File: src/rnq_pkg.sv
// constants shared by the reservation notification queue
package rnq_pkg;
   localparam logic [7:0] RNQ_LOG_ID = 8'h80;
   localparam logic [11:0] RNQ_OFS_REQ = 12'h000;
   localparam logic [11:0] RNQ_OFS_CNT_LO = 12'h004;
   localparam logic [11:0] RNQ_OFS_CNT_HI = 12'h008;
   localparam logic [11:0] RNQ_OFS_INFO = 12'h00c;
   localparam logic [11:0] RNQ_OFS_NSID = 12'h010;
   localparam logic [11:0] RNQ_OFS_LEVEL = 12'h014;
   localparam logic [11:0] RNQ_OFS_NMASK = 12'h018;
   localparam logic [11:0] RNQ_OFS_IRQ_STAT = 12'h01c;
   localparam logic [11:0] RNQ_OFS_IRQ_MASK = 12'h020;
   localparam logic [7:0] RNQ_TYPE_EMPTY = 8'h00;
   localparam logic [7:0] RNQ_TYPE_PREEMPT = 8'h01;
   localparam logic [7:0] RNQ_TYPE_RELEASE = 8'h02;
   localparam logic [7:0] RNQ_AVAIL_MAX = 8'hff;
   localparam logic [63:0] RNQ_CNT_RESET = 64'h0;
   localparam logic [63:0] RNQ_CNT_WRAP = 64'h1;
   localparam logic [63:0] RNQ_CNT_MAX = 64'hffffffffffffffff;
   localparam int RNQ_IRQ_W = 4;
   localparam int RNQ_IRQ_STORED = 0;
   localparam int RNQ_IRQ_LOST = 1;
   localparam int RNQ_IRQ_DONE = 2;
   localparam int RNQ_IRQ_BADID = 3;
   localparam logic [7:0] RNQ_NMASK_RST = 8'h00;
   localparam logic [3:0] RNQ_IMASK_RST = 4'h0;
   localparam logic [3:0] RNQ_ISTAT_RST = 4'h0;
   localparam logic [7:0] RNQ_AVAIL_RST = 8'h00;
   localparam logic [31:0] RNQ_NSID_RST = 32'h0;
   localparam logic [31:0] RNQ_PRDATA_RST = 32'h0;
   localparam int RNQ_INFO_TYPE_LSB = 0;
   localparam int RNQ_INFO_AVAIL_LSB = 8;
endpackage : rnq_pkg

File: src/rnq_top.sv
// reservation notification queue with apb register access
// Behaviour
// a retrieval request naming log identifier 80h is served by this queue.
// each unmasked reservation event appends a new record at the tail.
// a retrieval returns the oldest record, the one with lowest count.
// the returned record is removed so it is delivered only once.
// a retrieval on an empty queue returns an all-zero record.
// an event arriving while the queue is full is discarded.
// a discarded event raises the newest record's count to its own count.
// a 64-bit unique count sits in bytes 7 to 0 of each record.
// the unique count is zero after controller reset.
// the count advances for every unmasked event, stored or lost.
// past its maximum the count wraps to one, never zero.
// returning an empty record leaves the counter untouched.
// byte 8 holds type 0 empty, 1 registration preempted, 2 released.
// byte 9 holds the number of records still queued, saturating at 255.
// bytes 15 to 12 hold the namespace identifier of the event.
// queue depth is a parameter and full and empty come from pointers.
`timescale 1ns/1ns
module rnq_top
   import rnq_pkg::*;
#(
   parameter int DEPTH = 4
) (
   input wire logic clock,
   input wire logic rst,
   input wire logic psel,
   input wire logic penable,
   input wire logic pwrite,
   input wire logic [11:0] paddr,
   input wire logic [31:0] pwdata,
   output logic [31:0] prdata,
   output logic pready,
   output logic pslverr,
   input wire logic ev_valid,
   input wire logic [7:0] ev_type,
   input wire logic [31:0] ev_nsid,
   output logic irq
);
   localparam int IW = (DEPTH > 1) ? $clog2(DEPTH) : 1;
   typedef logic [IW:0] rnq_ptr_t;

   // wrap bit on top, index below; index never reaches DEPTH
   function automatic rnq_ptr_t rnq_inc(input rnq_ptr_t p);
      if (p[IW-1:0] == IW'(DEPTH - 1)) begin
         rnq_inc = {~p[IW], {IW{1'b0}}};
      end else begin
         rnq_inc = p + rnq_ptr_t'(1);
      end
   endfunction : rnq_inc

   function automatic int rnq_occ(input rnq_ptr_t w, input rnq_ptr_t r);
      if (w[IW] == r[IW]) begin
         rnq_occ = int'(w[IW-1:0]) - int'(r[IW-1:0]);
      end else begin
         rnq_occ = DEPTH - int'(r[IW-1:0]) + int'(w[IW-1:0]);
      end
   endfunction : rnq_occ

   // a write access landing on one register offset
   function automatic logic rnq_wr_hit(input logic w, input logic [11:0] a,
                                       input logic [11:0] ofs);
      rnq_wr_hit = w && (a == ofs);
   endfunction : rnq_wr_hit

   // records left behind the one handed out, clipped to one byte
   function automatic logic [7:0] rnq_left(input int n);
      if (n <= 1) begin
         rnq_left = 8'h00;
      end else if ((n - 1) > int'(RNQ_AVAIL_MAX)) begin
         rnq_left = RNQ_AVAIL_MAX;
      end else begin
         rnq_left = 8'(n - 1);
      end
   endfunction : rnq_left

   logic [63:0] mem_cnt [DEPTH];
   logic [7:0] mem_type [DEPTH];
   logic [31:0] mem_nsid [DEPTH];

   rnq_ptr_t wptr, next_wptr, rptr, next_rptr;
   logic [63:0] cnt, next_cnt;
   logic [63:0] res_cnt, next_res_cnt;
   logic [7:0] res_type, next_res_type;
   logic [7:0] res_avail, next_res_avail;
   logic [31:0] res_nsid, next_res_nsid;
   logic [7:0] nmask, next_nmask;
   logic [3:0] istat, next_istat;
   logic [3:0] imask, next_imask;
   logic [31:0] next_prdata;
   logic next_pready, next_pslverr, next_irq;

   logic access, wr, req_wr, retrieve, bad_id;
   logic empty, full, ev_ok, pop, push, lost;
   logic [63:0] cnt_new;
   logic [IW-1:0] last_idx;
   logic mem_we_rec, mem_we_cnt;
   logic [IW-1:0] mem_idx;
   logic [63:0] mem_wcnt;
   int occ;

   // queue and counter
   always_comb begin
      access = psel && penable && pready;
      wr = access && pwrite;
      req_wr = rnq_wr_hit(wr, paddr, RNQ_OFS_REQ);
      retrieve = req_wr && (pwdata[7:0] == RNQ_LOG_ID);
      bad_id = req_wr && (pwdata[7:0] != RNQ_LOG_ID);
      empty = (wptr == rptr);
      // same index with differing wrap bits means every slot is taken
      full = (wptr[IW-1:0] == rptr[IW-1:0]) && (wptr[IW] != rptr[IW]);
      occ = rnq_occ(wptr, rptr);
      // types above seven have no mask bit, so they always pass
      ev_ok = ev_valid && !((ev_type < 8'h08) && nmask[ev_type[2:0]]);
      pop = retrieve && !empty;
      // a pop in the same cycle frees the slot, so the event still fits
      push = ev_ok && (!full || pop);
      lost = ev_ok && full && !pop;
      if (cnt == RNQ_CNT_MAX) begin
         cnt_new = RNQ_CNT_WRAP;
      end else begin
         cnt_new = cnt + 64'h1;
      end
      // newest stored entry, the one a lost event rewrites
      if (wptr[IW-1:0] == {IW{1'b0}}) begin
         last_idx = IW'(DEPTH - 1);
      end else begin
         last_idx = wptr[IW-1:0] - IW'(1);
      end
      next_cnt = ev_ok ? cnt_new : cnt;
      next_wptr = push ? rnq_inc(wptr) : wptr;
      next_rptr = pop ? rnq_inc(rptr) : rptr;
   end

   always_ff @(posedge clock or posedge rst) begin
      if (rst) begin
         wptr <= '0;
         rptr <= '0;
         cnt <= RNQ_CNT_RESET;
      end else begin
         wptr <= next_wptr;
         rptr <= next_rptr;
         cnt <= next_cnt;
      end
   end

   // storage write port; a lost event only rewrites the newest count
   always_comb begin
      mem_we_rec = push;
      mem_we_cnt = push || lost;
      mem_idx = push ? wptr[IW-1:0] : last_idx;
      mem_wcnt = cnt_new;
   end

   // storage has no reset; only entries between the pointers are ever read
   always_ff @(posedge clock) begin
      if (mem_we_cnt) begin
         mem_cnt[mem_idx] <= mem_wcnt;
      end
      if (mem_we_rec) begin
         mem_type[mem_idx] <= ev_type;
         mem_nsid[mem_idx] <= ev_nsid;
      end
   end

   // result is held until the next retrieval, so both halves agree
   always_comb begin
      next_res_cnt = res_cnt;
      next_res_type = res_type;
      next_res_avail = res_avail;
      next_res_nsid = res_nsid;
      if (retrieve && empty) begin
         next_res_cnt = 64'h0;
         next_res_type = RNQ_TYPE_EMPTY;
         next_res_avail = 8'h00;
         next_res_nsid = 32'h0;
      end else if (pop) begin
         next_res_cnt = mem_cnt[rptr[IW-1:0]];
         next_res_type = mem_type[rptr[IW-1:0]];
         next_res_avail = rnq_left(occ);
         next_res_nsid = mem_nsid[rptr[IW-1:0]];
      end
   end

   always_ff @(posedge clock or posedge rst) begin
      if (rst) begin
         res_cnt <= RNQ_CNT_RESET;
         res_type <= RNQ_TYPE_EMPTY;
         res_avail <= RNQ_AVAIL_RST;
         res_nsid <= RNQ_NSID_RST;
      end else begin
         res_cnt <= next_res_cnt;
         res_type <= next_res_type;
         res_avail <= next_res_avail;
         res_nsid <= next_res_nsid;
      end
   end

   // apb slave, control and interrupt registers
   always_comb begin
      // one wait state on every access; pready stands for a single cycle
      next_pready = psel && penable && !pready;
      next_prdata = prdata;
      next_pslverr = pslverr;
      if (psel && penable && !pready) begin
         next_pslverr = 1'b0;
         next_prdata = 32'h0;
         case (paddr)
            RNQ_OFS_REQ: begin
               next_prdata = 32'h0;
            end
            RNQ_OFS_CNT_LO: begin
               next_prdata = res_cnt[31:0];
            end
            RNQ_OFS_CNT_HI: begin
               next_prdata = res_cnt[63:32];
            end
            RNQ_OFS_INFO: begin
               next_prdata[RNQ_INFO_TYPE_LSB +: 8] = res_type;
               next_prdata[RNQ_INFO_AVAIL_LSB +: 8] = res_avail;
            end
            RNQ_OFS_NSID: begin
               next_prdata = res_nsid;
            end
            RNQ_OFS_LEVEL: begin
               next_prdata = 32'(occ);
            end
            RNQ_OFS_NMASK: begin
               next_prdata = {24'h0, nmask};
            end
            RNQ_OFS_IRQ_STAT: begin
               next_prdata = {28'h0, istat};
            end
            RNQ_OFS_IRQ_MASK: begin
               next_prdata = {28'h0, imask};
            end
            default: begin
               next_pslverr = 1'b1;
            end
         endcase
      end else if (!psel) begin
         next_pslverr = 1'b0;
      end
   end

   always_ff @(posedge clock or posedge rst) begin
      if (rst) begin
         prdata <= RNQ_PRDATA_RST;
         pready <= 1'b0;
         pslverr <= 1'b0;
      end else begin
         prdata <= next_prdata;
         pready <= next_pready;
         pslverr <= next_pslverr;
      end
   end

   // mask and status registers
   always_comb begin
      next_nmask = nmask;
      next_imask = imask;
      next_istat = istat;
      if (rnq_wr_hit(wr, paddr, RNQ_OFS_NMASK)) begin
         next_nmask = pwdata[7:0];
      end
      if (rnq_wr_hit(wr, paddr, RNQ_OFS_IRQ_MASK)) begin
         next_imask = pwdata[RNQ_IRQ_W-1:0];
      end
      if (rnq_wr_hit(wr, paddr, RNQ_OFS_IRQ_STAT)) begin
         next_istat = istat & ~pwdata[RNQ_IRQ_W-1:0];
      end
      // events set after the clear so a same-cycle event is kept
      next_istat[RNQ_IRQ_STORED] = next_istat[RNQ_IRQ_STORED] | push;
      next_istat[RNQ_IRQ_LOST] = next_istat[RNQ_IRQ_LOST] | lost;
      next_istat[RNQ_IRQ_DONE] = next_istat[RNQ_IRQ_DONE] | retrieve;
      next_istat[RNQ_IRQ_BADID] = next_istat[RNQ_IRQ_BADID] | bad_id;
   end

   always_ff @(posedge clock or posedge rst) begin
      if (rst) begin
         nmask <= RNQ_NMASK_RST;
         imask <= RNQ_IMASK_RST;
         istat <= RNQ_ISTAT_RST;
      end else begin
         nmask <= next_nmask;
         imask <= next_imask;
         istat <= next_istat;
      end
   end

   // interrupt level, taken from the next status so it rises with the bit
   always_comb begin
      next_irq = |(next_istat & next_imask);
   end

   always_ff @(posedge clock or posedge rst) begin
      if (rst) begin
         irq <= 1'b0;
      end else begin
         irq <= next_irq;
      end
   end
endmodule : rnq_top

File: config.mk
export PLATFORM = sky130hd
export DESIGN_NAME = rnq_top
export DESIGN_NICKNAME = d
export VERILOG_FILES = /design/src/rnq_pkg.sv /design/src/rnq_top.sv
export SDC_FILE = /design/constraint.sdc
export NUM_CORES = 1
export LEC_CHECK = 0
export ABC_CLOCK_PERIOD_IN_PS = 11500
export BUFFER_PORTS_ARGS = -buffer_cell sky130_fd_sc_hd__buf_2
export CORE_MARGIN = 3
export CORE_UTILIZATION = 41
export CTS_BUF_LIST = sky130_fd_sc_hd__clkbuf_8
export CTS_CLUSTER_SIZE = 25
export DETAILED_ROUTE_END_ITERATION = 8
export PLACE_DENSITY_LB_ADDON = 0.2
export SETUP_SLACK_MARGIN = 0.15
export SLEW_MARGIN = 20
export SYNTH_ARGS = -nofsm -noshare
export SYNTH_HDL_FRONTEND = slang
export SYNTH_SLANG_ARGS = --single-unit
File: constraint.sdc
create_clock -name clock -period 11.5 [get_ports clock]
set_input_delay 1.725 -clock clock [delete_from_list [all_inputs] [get_ports clock]]
set_output_delay 1.725 -clock clock [all_outputs]
set_load 0.1 [all_outputs]
==> results of run 1 <==
-- metal layers --
metal  up-vias  routed length [µm]  GRT usage, %  part of all wire, %
met5         -                   0             0                    0
met4         0                1176         5.439                  1.7
met3        79                3795         3.154                  5.5
met2       469               32350         31.71                   47
met1      8779               31680         28.76                   46
li1       7631                   -             -                    -
-- flip-flops by register name, indices dropped and copies added, names as in the netlist --
register / count
mem_cnt: 256
mem_nsid: 128
cnt: 64
res_cnt: 64
mem_type: 32
prdata: 32
res_nsid: 32
nmask: 8
res_avail: 8
res_type: 8
imask: 4
istat: 4
rptr: 3
wptr: 3
irq: 1
pready: 1
pslverr: 1
-- layout make-up --
cell class	count	share of cell area [%]
Multi-Input combinational cell	1176	28.29
Timing Repair Buffer	130	2.393
Clock inverter	83	1.434
Clock buffer	118	5.212
Sequential cell	649	58.83
Inverter	28	0.3614
Tap cell	864	3.469
Antenna cell	2	0.01606
-- worst paths after layout --
kind / cells past startpoint / from / slack (ps) / to
worst max-delay path: 14 / rptr[1] / 6840 / res_avail[2]
worst min-delay path: 2 / res_cnt[43] / 470 / res_cnt[43]
worst max register to register: 14 / rptr[1] / 6840 / res_avail[2]
worst min register to register: 2 / res_cnt[43] / 470 / res_cnt[43]
max in group asynchronous: 3 / rst / 8860 / cnt[2]
min in group asynchronous: 2 / rst / 1120 / res_cnt[57]
-- cells in the mapped netlist (all sizes together), types with 3 or more instances --
cell type	number	area, µm²
and4	9	78.83
nand4	32	212.7
or2	6	40.04
a41oi	5	43.79
mux2	18	202.7
xnor2	48	420.4
o21ai	36	180.2
xor2	49	429.2
mux4	107	2410
a31oi	10	62.56
nor4	12	102.6
nor2b	6	37.54
a32oi	4	35.03
nand2	292	1096
a22o	34	297.8
nand2b	6	37.54
nor2	114	435.4
ha	24	300.3
a21o	20	150.1
dfrtp	233	5831
nor3b	3	22.52
clkbuf	84	315.3
a221oi	5	43.79
and3b	3	26.28
o41ai	3	41.29
a222oi	4	40.04
nand4b	4	35.03
and3	12	75.07
and2	13	81.33
or3	6	37.54
inv	27	101.4
o22ai	3	18.77
o21a	3	22.52
a21oi	24	123.9
nand3	169	850.8
buf	37	177.7
or4	5	41.29
edfxtp	416	12490
nor3	31	176.4
mux2i	7	70.07
a22oi	35	262.8
-- worst reg2reg max path, delay by kind of cell (launching register included) --
kind / cells / cell delay (ps)
AND/OR/NAND/NOR: 2 / 810
XOR/XNOR: 2 / 300
adder cells (fa/ha/maj): 4 / 1320
AO/OA/AOI/OAI: 2 / 370
multiplexers: 1 / 370
flip-flops: 1 / 970
buffers and inverters: 3 / 450
-- power by group through the flow --
stage / combinational (W) / sequential (W) / clock, W
2_1_floorplan: 0.000488 / 0.00309 / 0
3_3_place_gp: 0.000823 / 0.00303 / 0
3_5_place_dp: 0.000827 / 0.00305 / 0
4_1_cts: 0.000829 / 0.00301 / 0.00198
5_1_grt: 0.000885 / 0.00304 / 0.00209
6_report: 0.000810 / 0.00301 / 0.00193
-- cell families after synthesis --
logic type | Yosys count | synth area share, %
xor+xnor | 97 | 3.077
simple gates | 727 | 12.39
flops | 649 | 66.36
compound gates | 194 | 5.058
mux | 132 | 9.716
fa+ha+maj | 26 | 1.233
buf+inv | 149 | 2.166
-- per-stage QoR --
step | setup WS [ps] | util (%) | power (W) | cells
2_1_floorplan | 3385 | - | 0.003576 | 1974
3_3_place_gp | 6105 | 43.87 | 0.003856 | 2846
3_5_place_dp | 6134 | 43.87 | 0.003882 | 2846
4_1_cts | 6729 | 47.00 | 0.005820 | 3047
5_1_grt | 6411 | 47.06 | 0.006012 | 3050
6_report | 6836 | 47.06 | 0.005741 | 3050
==> summary.md, run 1 <==
* 49 — worst-path fanout max
* 0 — hold-fix buffer count after cts
* 1974 — synthesized instance count
* 68 — library cells used by synthesis
* 3 — Buf/Inv on CP
* 2 — initial antenna violation count
* 0.001604 W — net switching power
* 60 ps — clock-pin slew of the registers on the worst-case setup and hold paths
* 100 — PortBufs
* 467.2 ps — minimum hold slack
* 1488 — initial drt markers
* 416 — number of enable flip-flop cells after synthesis
* flop — CP endpoint kind
* 720 ps — clock latency at the later pin of the worst-skew pair
* 12130 ps — required time worst endpoint
* 0 — count of cells resized by post-cts repair
* 27.13% — Worst slew margin
* 3 — worst-case clock buffer depth
* 19.94% — global router's overall resource usage
* 12.21 nW — P_leak
* 0.2144 GHz — maximum clock frequency
* 0 — total congestion overflow after global routing
* 5 — Pre-antenna DRT Iters
* 70490 µm² — floorplan die area
* 0.004136 W — P_int
* 13.99 µm² — Avg Inst Size Synth
* 22.62 µm — routed wire length per instance
* 125 — number of top-level pins
* 649 — Yosys reg bits
* 66220 µm² — floorplan core area
* 0.0001017 V — largest vdd supply drop
* 41.16 ps — Worst Skew
* 42.82 mm — half-perimeter wire length after detailed placement
* clkbuf_8 — master cell of the clock root buffer
* 0 — max capacitance violation total
* finished, final reports clean — outcome
* 0 — Synthesis Warnings
* 0 — final number of max-transition violations
* 40.55% — period utilization
* 106 — total clock buffers created by CTS
* 97 — largest net degree at the start of global routing
* 184.2 nW/µm² — total power divided by cell area
* 0 — number of hold violations in the final report
* 5.560 — mean number of vias per cell
* 41.70% — Starting Density
* reg2reg — worst min-delay path category
* 5868 — Fill cells
* 94 — FP Rows
* 970 ps — crit-path max cell delay
* no — setup repair after global routing missed its margin
* 14.1% — combinational group share of total power
* flop — Critical Path Start Type
* 0 — antenna viol nets, final
* 31160 µm² — Layout Cell Area excl Fill
* 16960 — total vias in the final route
* 107.2 mm — first-pass GRT wire length
* 3 — H-tree depth reported by CTS
* reg2reg — worst setup path class
* 0 — Setup Viol. Count Final
* 27610 µm² — Post-Synthesis Cell Area
* adder cells — CP top delay family
* 69.00 mm — Routed Wire Length
* 8815 µm² — area taken by multi-input logic gates
* 1093 ps — transition time at the pin with the least slew margin
* edfxtp_1, nand2_1, dfrtp_1 — most frequent cells in the layout
* 27.95% — Sw Share
* 52.4% — sequential fraction of design power
* 649 — clk sink count
* 18330 µm² — area used by sequential logic in the layout
* edfxtp_1 — most common library cell in the layout ignoring fill and taps
* dfrtp_4 — crit path max-delay cell type
* 2207 — Nets
* 4664 ps — Min Clock Period, post-route
* 0 — number of setup buffers added after CTS
* 29050 µm² — post-place instance area
* 12.86% — signed area change from the synthesized netlist to the final layout
* 0 — DRC violation count after routing
* 0.8649 — weighted congestion at the end of routability-driven global placement
* 2090 — Syn Nets
* 33.5% — clock group share of total power
* 265.5 µm — die span in y
* 66.36% — sequential-to-total area share from yosys stat
* edfxtp_1 — ys flop type
* 19.60% — fraction of final layout cells with drive strength greater than 1
* inv_1, ha_1, fa_1, mux2i_1, inv_1, nor3_1, ha_1, inv_1, ha_1, xor2_1, xnor2_1, a21oi_1, nand3_1, o21ai_1 — critical path cell sequence
* 17430 — number of global-route vias before repair
* 265.5 µm — horizontal die dimension
* 35.90% — async set or reset register ratio after synthesis
* 0 ps — total negative setup slack
* 5300 ps — arrival time of the worst setup path
* yes — CTS tree
Note: power is estimated with default switching activity, not from simulation.
==> inputs of run 2 (changes only) <==
ABC_AREA = 1   (was not set)
ABC_CLOCK_PERIOD_IN_PS = 3800   (was 11500)
clock period = 3.8 ns   (was 11.5 ns; I/O delays follow)
==> summary.md, run 2 <==
* 539.8 nW/µm² — total power divided by cell area, +190%
* edfxtp_1 — largest area contributor in the synthesized netlist
* 120.1 mm — first-pass GRT wire length, +12%
* 20.34 µm — routed wire length per instance, -10%
* 21.97% — global router's overall resource usage, +2.0 points
* flop — Critical Path Start Type
* 268.8 µm — die span in y, +1.3%
* 11.96% — fraction of final layout cells with drive strength greater than 1, -7.6 points
* 4030 ps — arrival time of the worst setup path, -1270 ps
* 649 — Yosys reg bits, unchanged
* flop — CP endpoint kind
* 4420 ps — required time worst endpoint, -7710 ps
* 10.16 µm² — Avg Inst Size Synth, -27%
* 50.69 mm — half-perimeter wire length after detailed placement, +18%
* edfxtp_1, dfrtp_1, nand2_1 — top post-synthesis cells by area
* 0 — DRC violation count after routing, unchanged
* 2787 — synthesized instance count, +41%
* nand2_1 — dominant cell by count in the synthesized netlist
* 5.294 — mean number of vias per cell, -4.8%
* 1035 ps — transition time at the pin with the least slew margin, -57.76 ps
* 79.24 mm — Routed Wire Length, +15%
* 20620 — total vias in the final route, +22%
* 13.20 nW — P_leak, +8.0%
* 76.16 ps — minimum hold slack, -391.1 ps
* 0 — max capacitance violation total, unchanged
* 4 — Buf/Inv on CP, +1
* 60 ps — clock-pin slew of the registers on the worst-case setup and hold paths, about the same
* 4 — initial antenna violation count, +2
* 0.2929 GHz — maximum clock frequency, +37%
* 0.9152 — weighted congestion at the end of routability-driven global placement, +5.8%
* 0 — Setup Viol. Count Final, unchanged
* 30 — worst-path fanout max, -39%
* 35.90% — async set or reset register ratio after synthesis, unchanged
* 3040 — Nets, +38%
* mem_cnt: 256 flops, mem_nsid: 128 flops — biggest registers after layout
* 0 — final number of max-transition violations, unchanged
* 28320 µm² — Post-Synthesis Cell Area, +2.6%
* clkbuf_8 — master cell of the clock root buffer
* 268.8 µm — horizontal die dimension, +1.3%
* 44.11% — fraction of synthesized cell area taken by the top area cell type, -1.1 points
* 3 — H-tree depth reported by CTS, unchanged
* 5 — Pre-antenna DRT Iters, unchanged
* 100 — PortBufs, unchanged
* edfxtp_1 — ys flop type
* 41.80% — Starting Density, +0.10 points
* 13.58% — signed area change from the synthesized netlist to the final layout
* 3895 — final std cells w/o fill, +28%
* nand2_1, edfxtp_1, o21ai_0 — most frequent cells in the layout
* 0 — total congestion overflow after global routing, unchanged
* 29920 µm² — post-place instance area, +3.0%
* 45.16 ps — Worst Skew, +4.001 ps
* 3414 ps — Min Clock Period, post-route, -1249 ps
* 416 — number of enable flip-flop cells after synthesis, unchanged
* inv_2, buf_4, fa_1, o21ai_4, ha_2, inv_1, nor2_4, inv_1, ha_1, nor4b_1, nand3_1, o21ai_4, nand3_1, nand2_1, nand2_1 — critical path cell sequence
* adder cells — CP top delay family
* 210 — largest net degree at the start of global routing, +120%
* 1715 — initial drt markers, +15%
* 108 — total clock buffers created by CTS, +1.9%
* 3 — worst-case clock buffer depth, unchanged
* 125 — number of top-level pins, unchanged
* 45 — library cells used by synthesis, -34%
* 0 — number of hold violations in the final report, unchanged
* mem_cnt — most flop-heavy register
* reg2reg — worst setup path class
* 256 — max reg flops, unchanged
* 32170 µm² — Layout Cell Area excl Fill, +3.2%
* 64.70% — sequential-to-total area share from yosys stat, -1.7 points
* 67750 µm² — floorplan core area, +2.3%
* nand2_1, edfxtp_1, o21ai_0, nor2_1, dfrtp_1 — leading post-synthesis cells by instance count
* 649 — clk sink count, unchanged
* in2reg — worst min-delay path category
* 3673 — post-placement cell count, +29%
* 0.0002988 V — largest vdd supply drop, +190%
* nand2_1 — most common library cell in the layout ignoring fill and taps
* 89.85% — period utilization, +49 points
* finished, final reports clean — outcome
* 2903 — Syn Nets, +39%
* 30.98% — Worst slew margin, +3.9 points
* 72260 µm² — floorplan die area, +2.5%
* 0 ps — total negative setup slack, unchanged
* 0 — antenna viol nets, final, unchanged
* 720 ps — clock latency at the later pin of the worst-skew pair, about the same
* no — setup repair after global routing missed its margin
* 95 — FP Rows, +1.1%
* 20020 — number of global-route vias before repair, +15%
* 520 ps — crit-path max cell delay, -450 ps
* yes — CTS tree
* fa_1 — crit path max-delay cell type
* 0 — Synthesis Warnings, unchanged
## run 2: cell count changes after synthesis, sizes merged, moves of 17 or more
cell   delta
o21ai   +377
nor2    +294
nand2   +263
inv     +200
o22ai   +137
mux4    -107
nand3    -71
xnor2    -42
a22oi    -35
a22o     -22
a21o     -20
a21oi    -20
xor2     -17
## run 2: timing repair
| action | 4_1_cts | 5_1_grt |
|---|---|---|
| setup endpoints to repair | 0 | 8 |
| resized for setup | 0 | 3 |
| hold endpoints to repair | 49 | 0 |
| buffers inserted | 0 | 0 |
| hold buffers | 14 | 0 |
## run 2: report_power, final
group | internal [W] | switching, W
Combinational | 0.000673 | 0.00171
Sequential | 0.00882 | 0.000327
Clock | 0.00300 | 0.00283
## run 2: per-stage QoR
step	total power [W]	worst slack [ps]	util, %
after floorplan	0.01068	-1328	-
after global placement	0.01159	357.8	44.16
after detailed placement	0.01165	279.9	44.16
after CTS	0.01752	266.7	47.43
after global routing	0.01819	164.8	47.47
final	0.01736	385.7	47.48
## run 2: path summary, 6_finish.rpt
check                                       end  depth (start not counted)        start  slack (ps)
worst max-delay path               res_avail[2]                         15      rptr[1]         390
worst min-delay path            mem_nsid[3][17]                          1  ev_nsid[17]          80
worst max register to register     res_avail[2]                         15      rptr[1]         390
worst min register to register       prdata[20]                          2   prdata[20]         470
max in group asynchronous           res_cnt[26]                          4          rst        2390
min in group asynchronous           res_cnt[42]                          3          rst         440
## run 2: cells by family (layout without fill, tap and decap cells)
group / after synthesis / in the layout / synth area share [%]
multiplexers: 3 / 3 / 0.1193
AO/OA/AOI/OAI: 575 / 575 / 11.02
flip-flops: 649 / 649 / 64.70
AND/OR/NAND/NOR: 1139 / 1139 / 16.78
adder cells (fa/ha/maj): 26 / 26 / 1.202
XOR/XNOR: 38 / 38 / 1.202
buffers and inverters: 357 / 589 / 4.979
other: 0 / 3 / 0
## run 2: cell type report
| cell class | count | area [µm²] |
|---|---|---|
| Clock buffer | 121 | 1665 |
| Timing Repair Buffer | 155 | 1115 |
| Inverter | 229 | 869.6 |
| Tap cell | 873 | 1092 |
| Clock inverter | 84 | 409.1 |
| Sequential cell | 649 | 18330 |
| Multi-Input combinational cell | 1781 | 8680 |
| Antenna cell | 3 | 7.507 |
| Fill cell | 6318 | 35590 |
## run 2: per-layer routing
layer,track usage [%],up-vias,wire (µm)
met3,4.225,135,5057
met5,0,-,0
met4,8.986,0,2819
li1,-,9801,-
met2,34.18,601,35650
met1,30.47,10080,35710
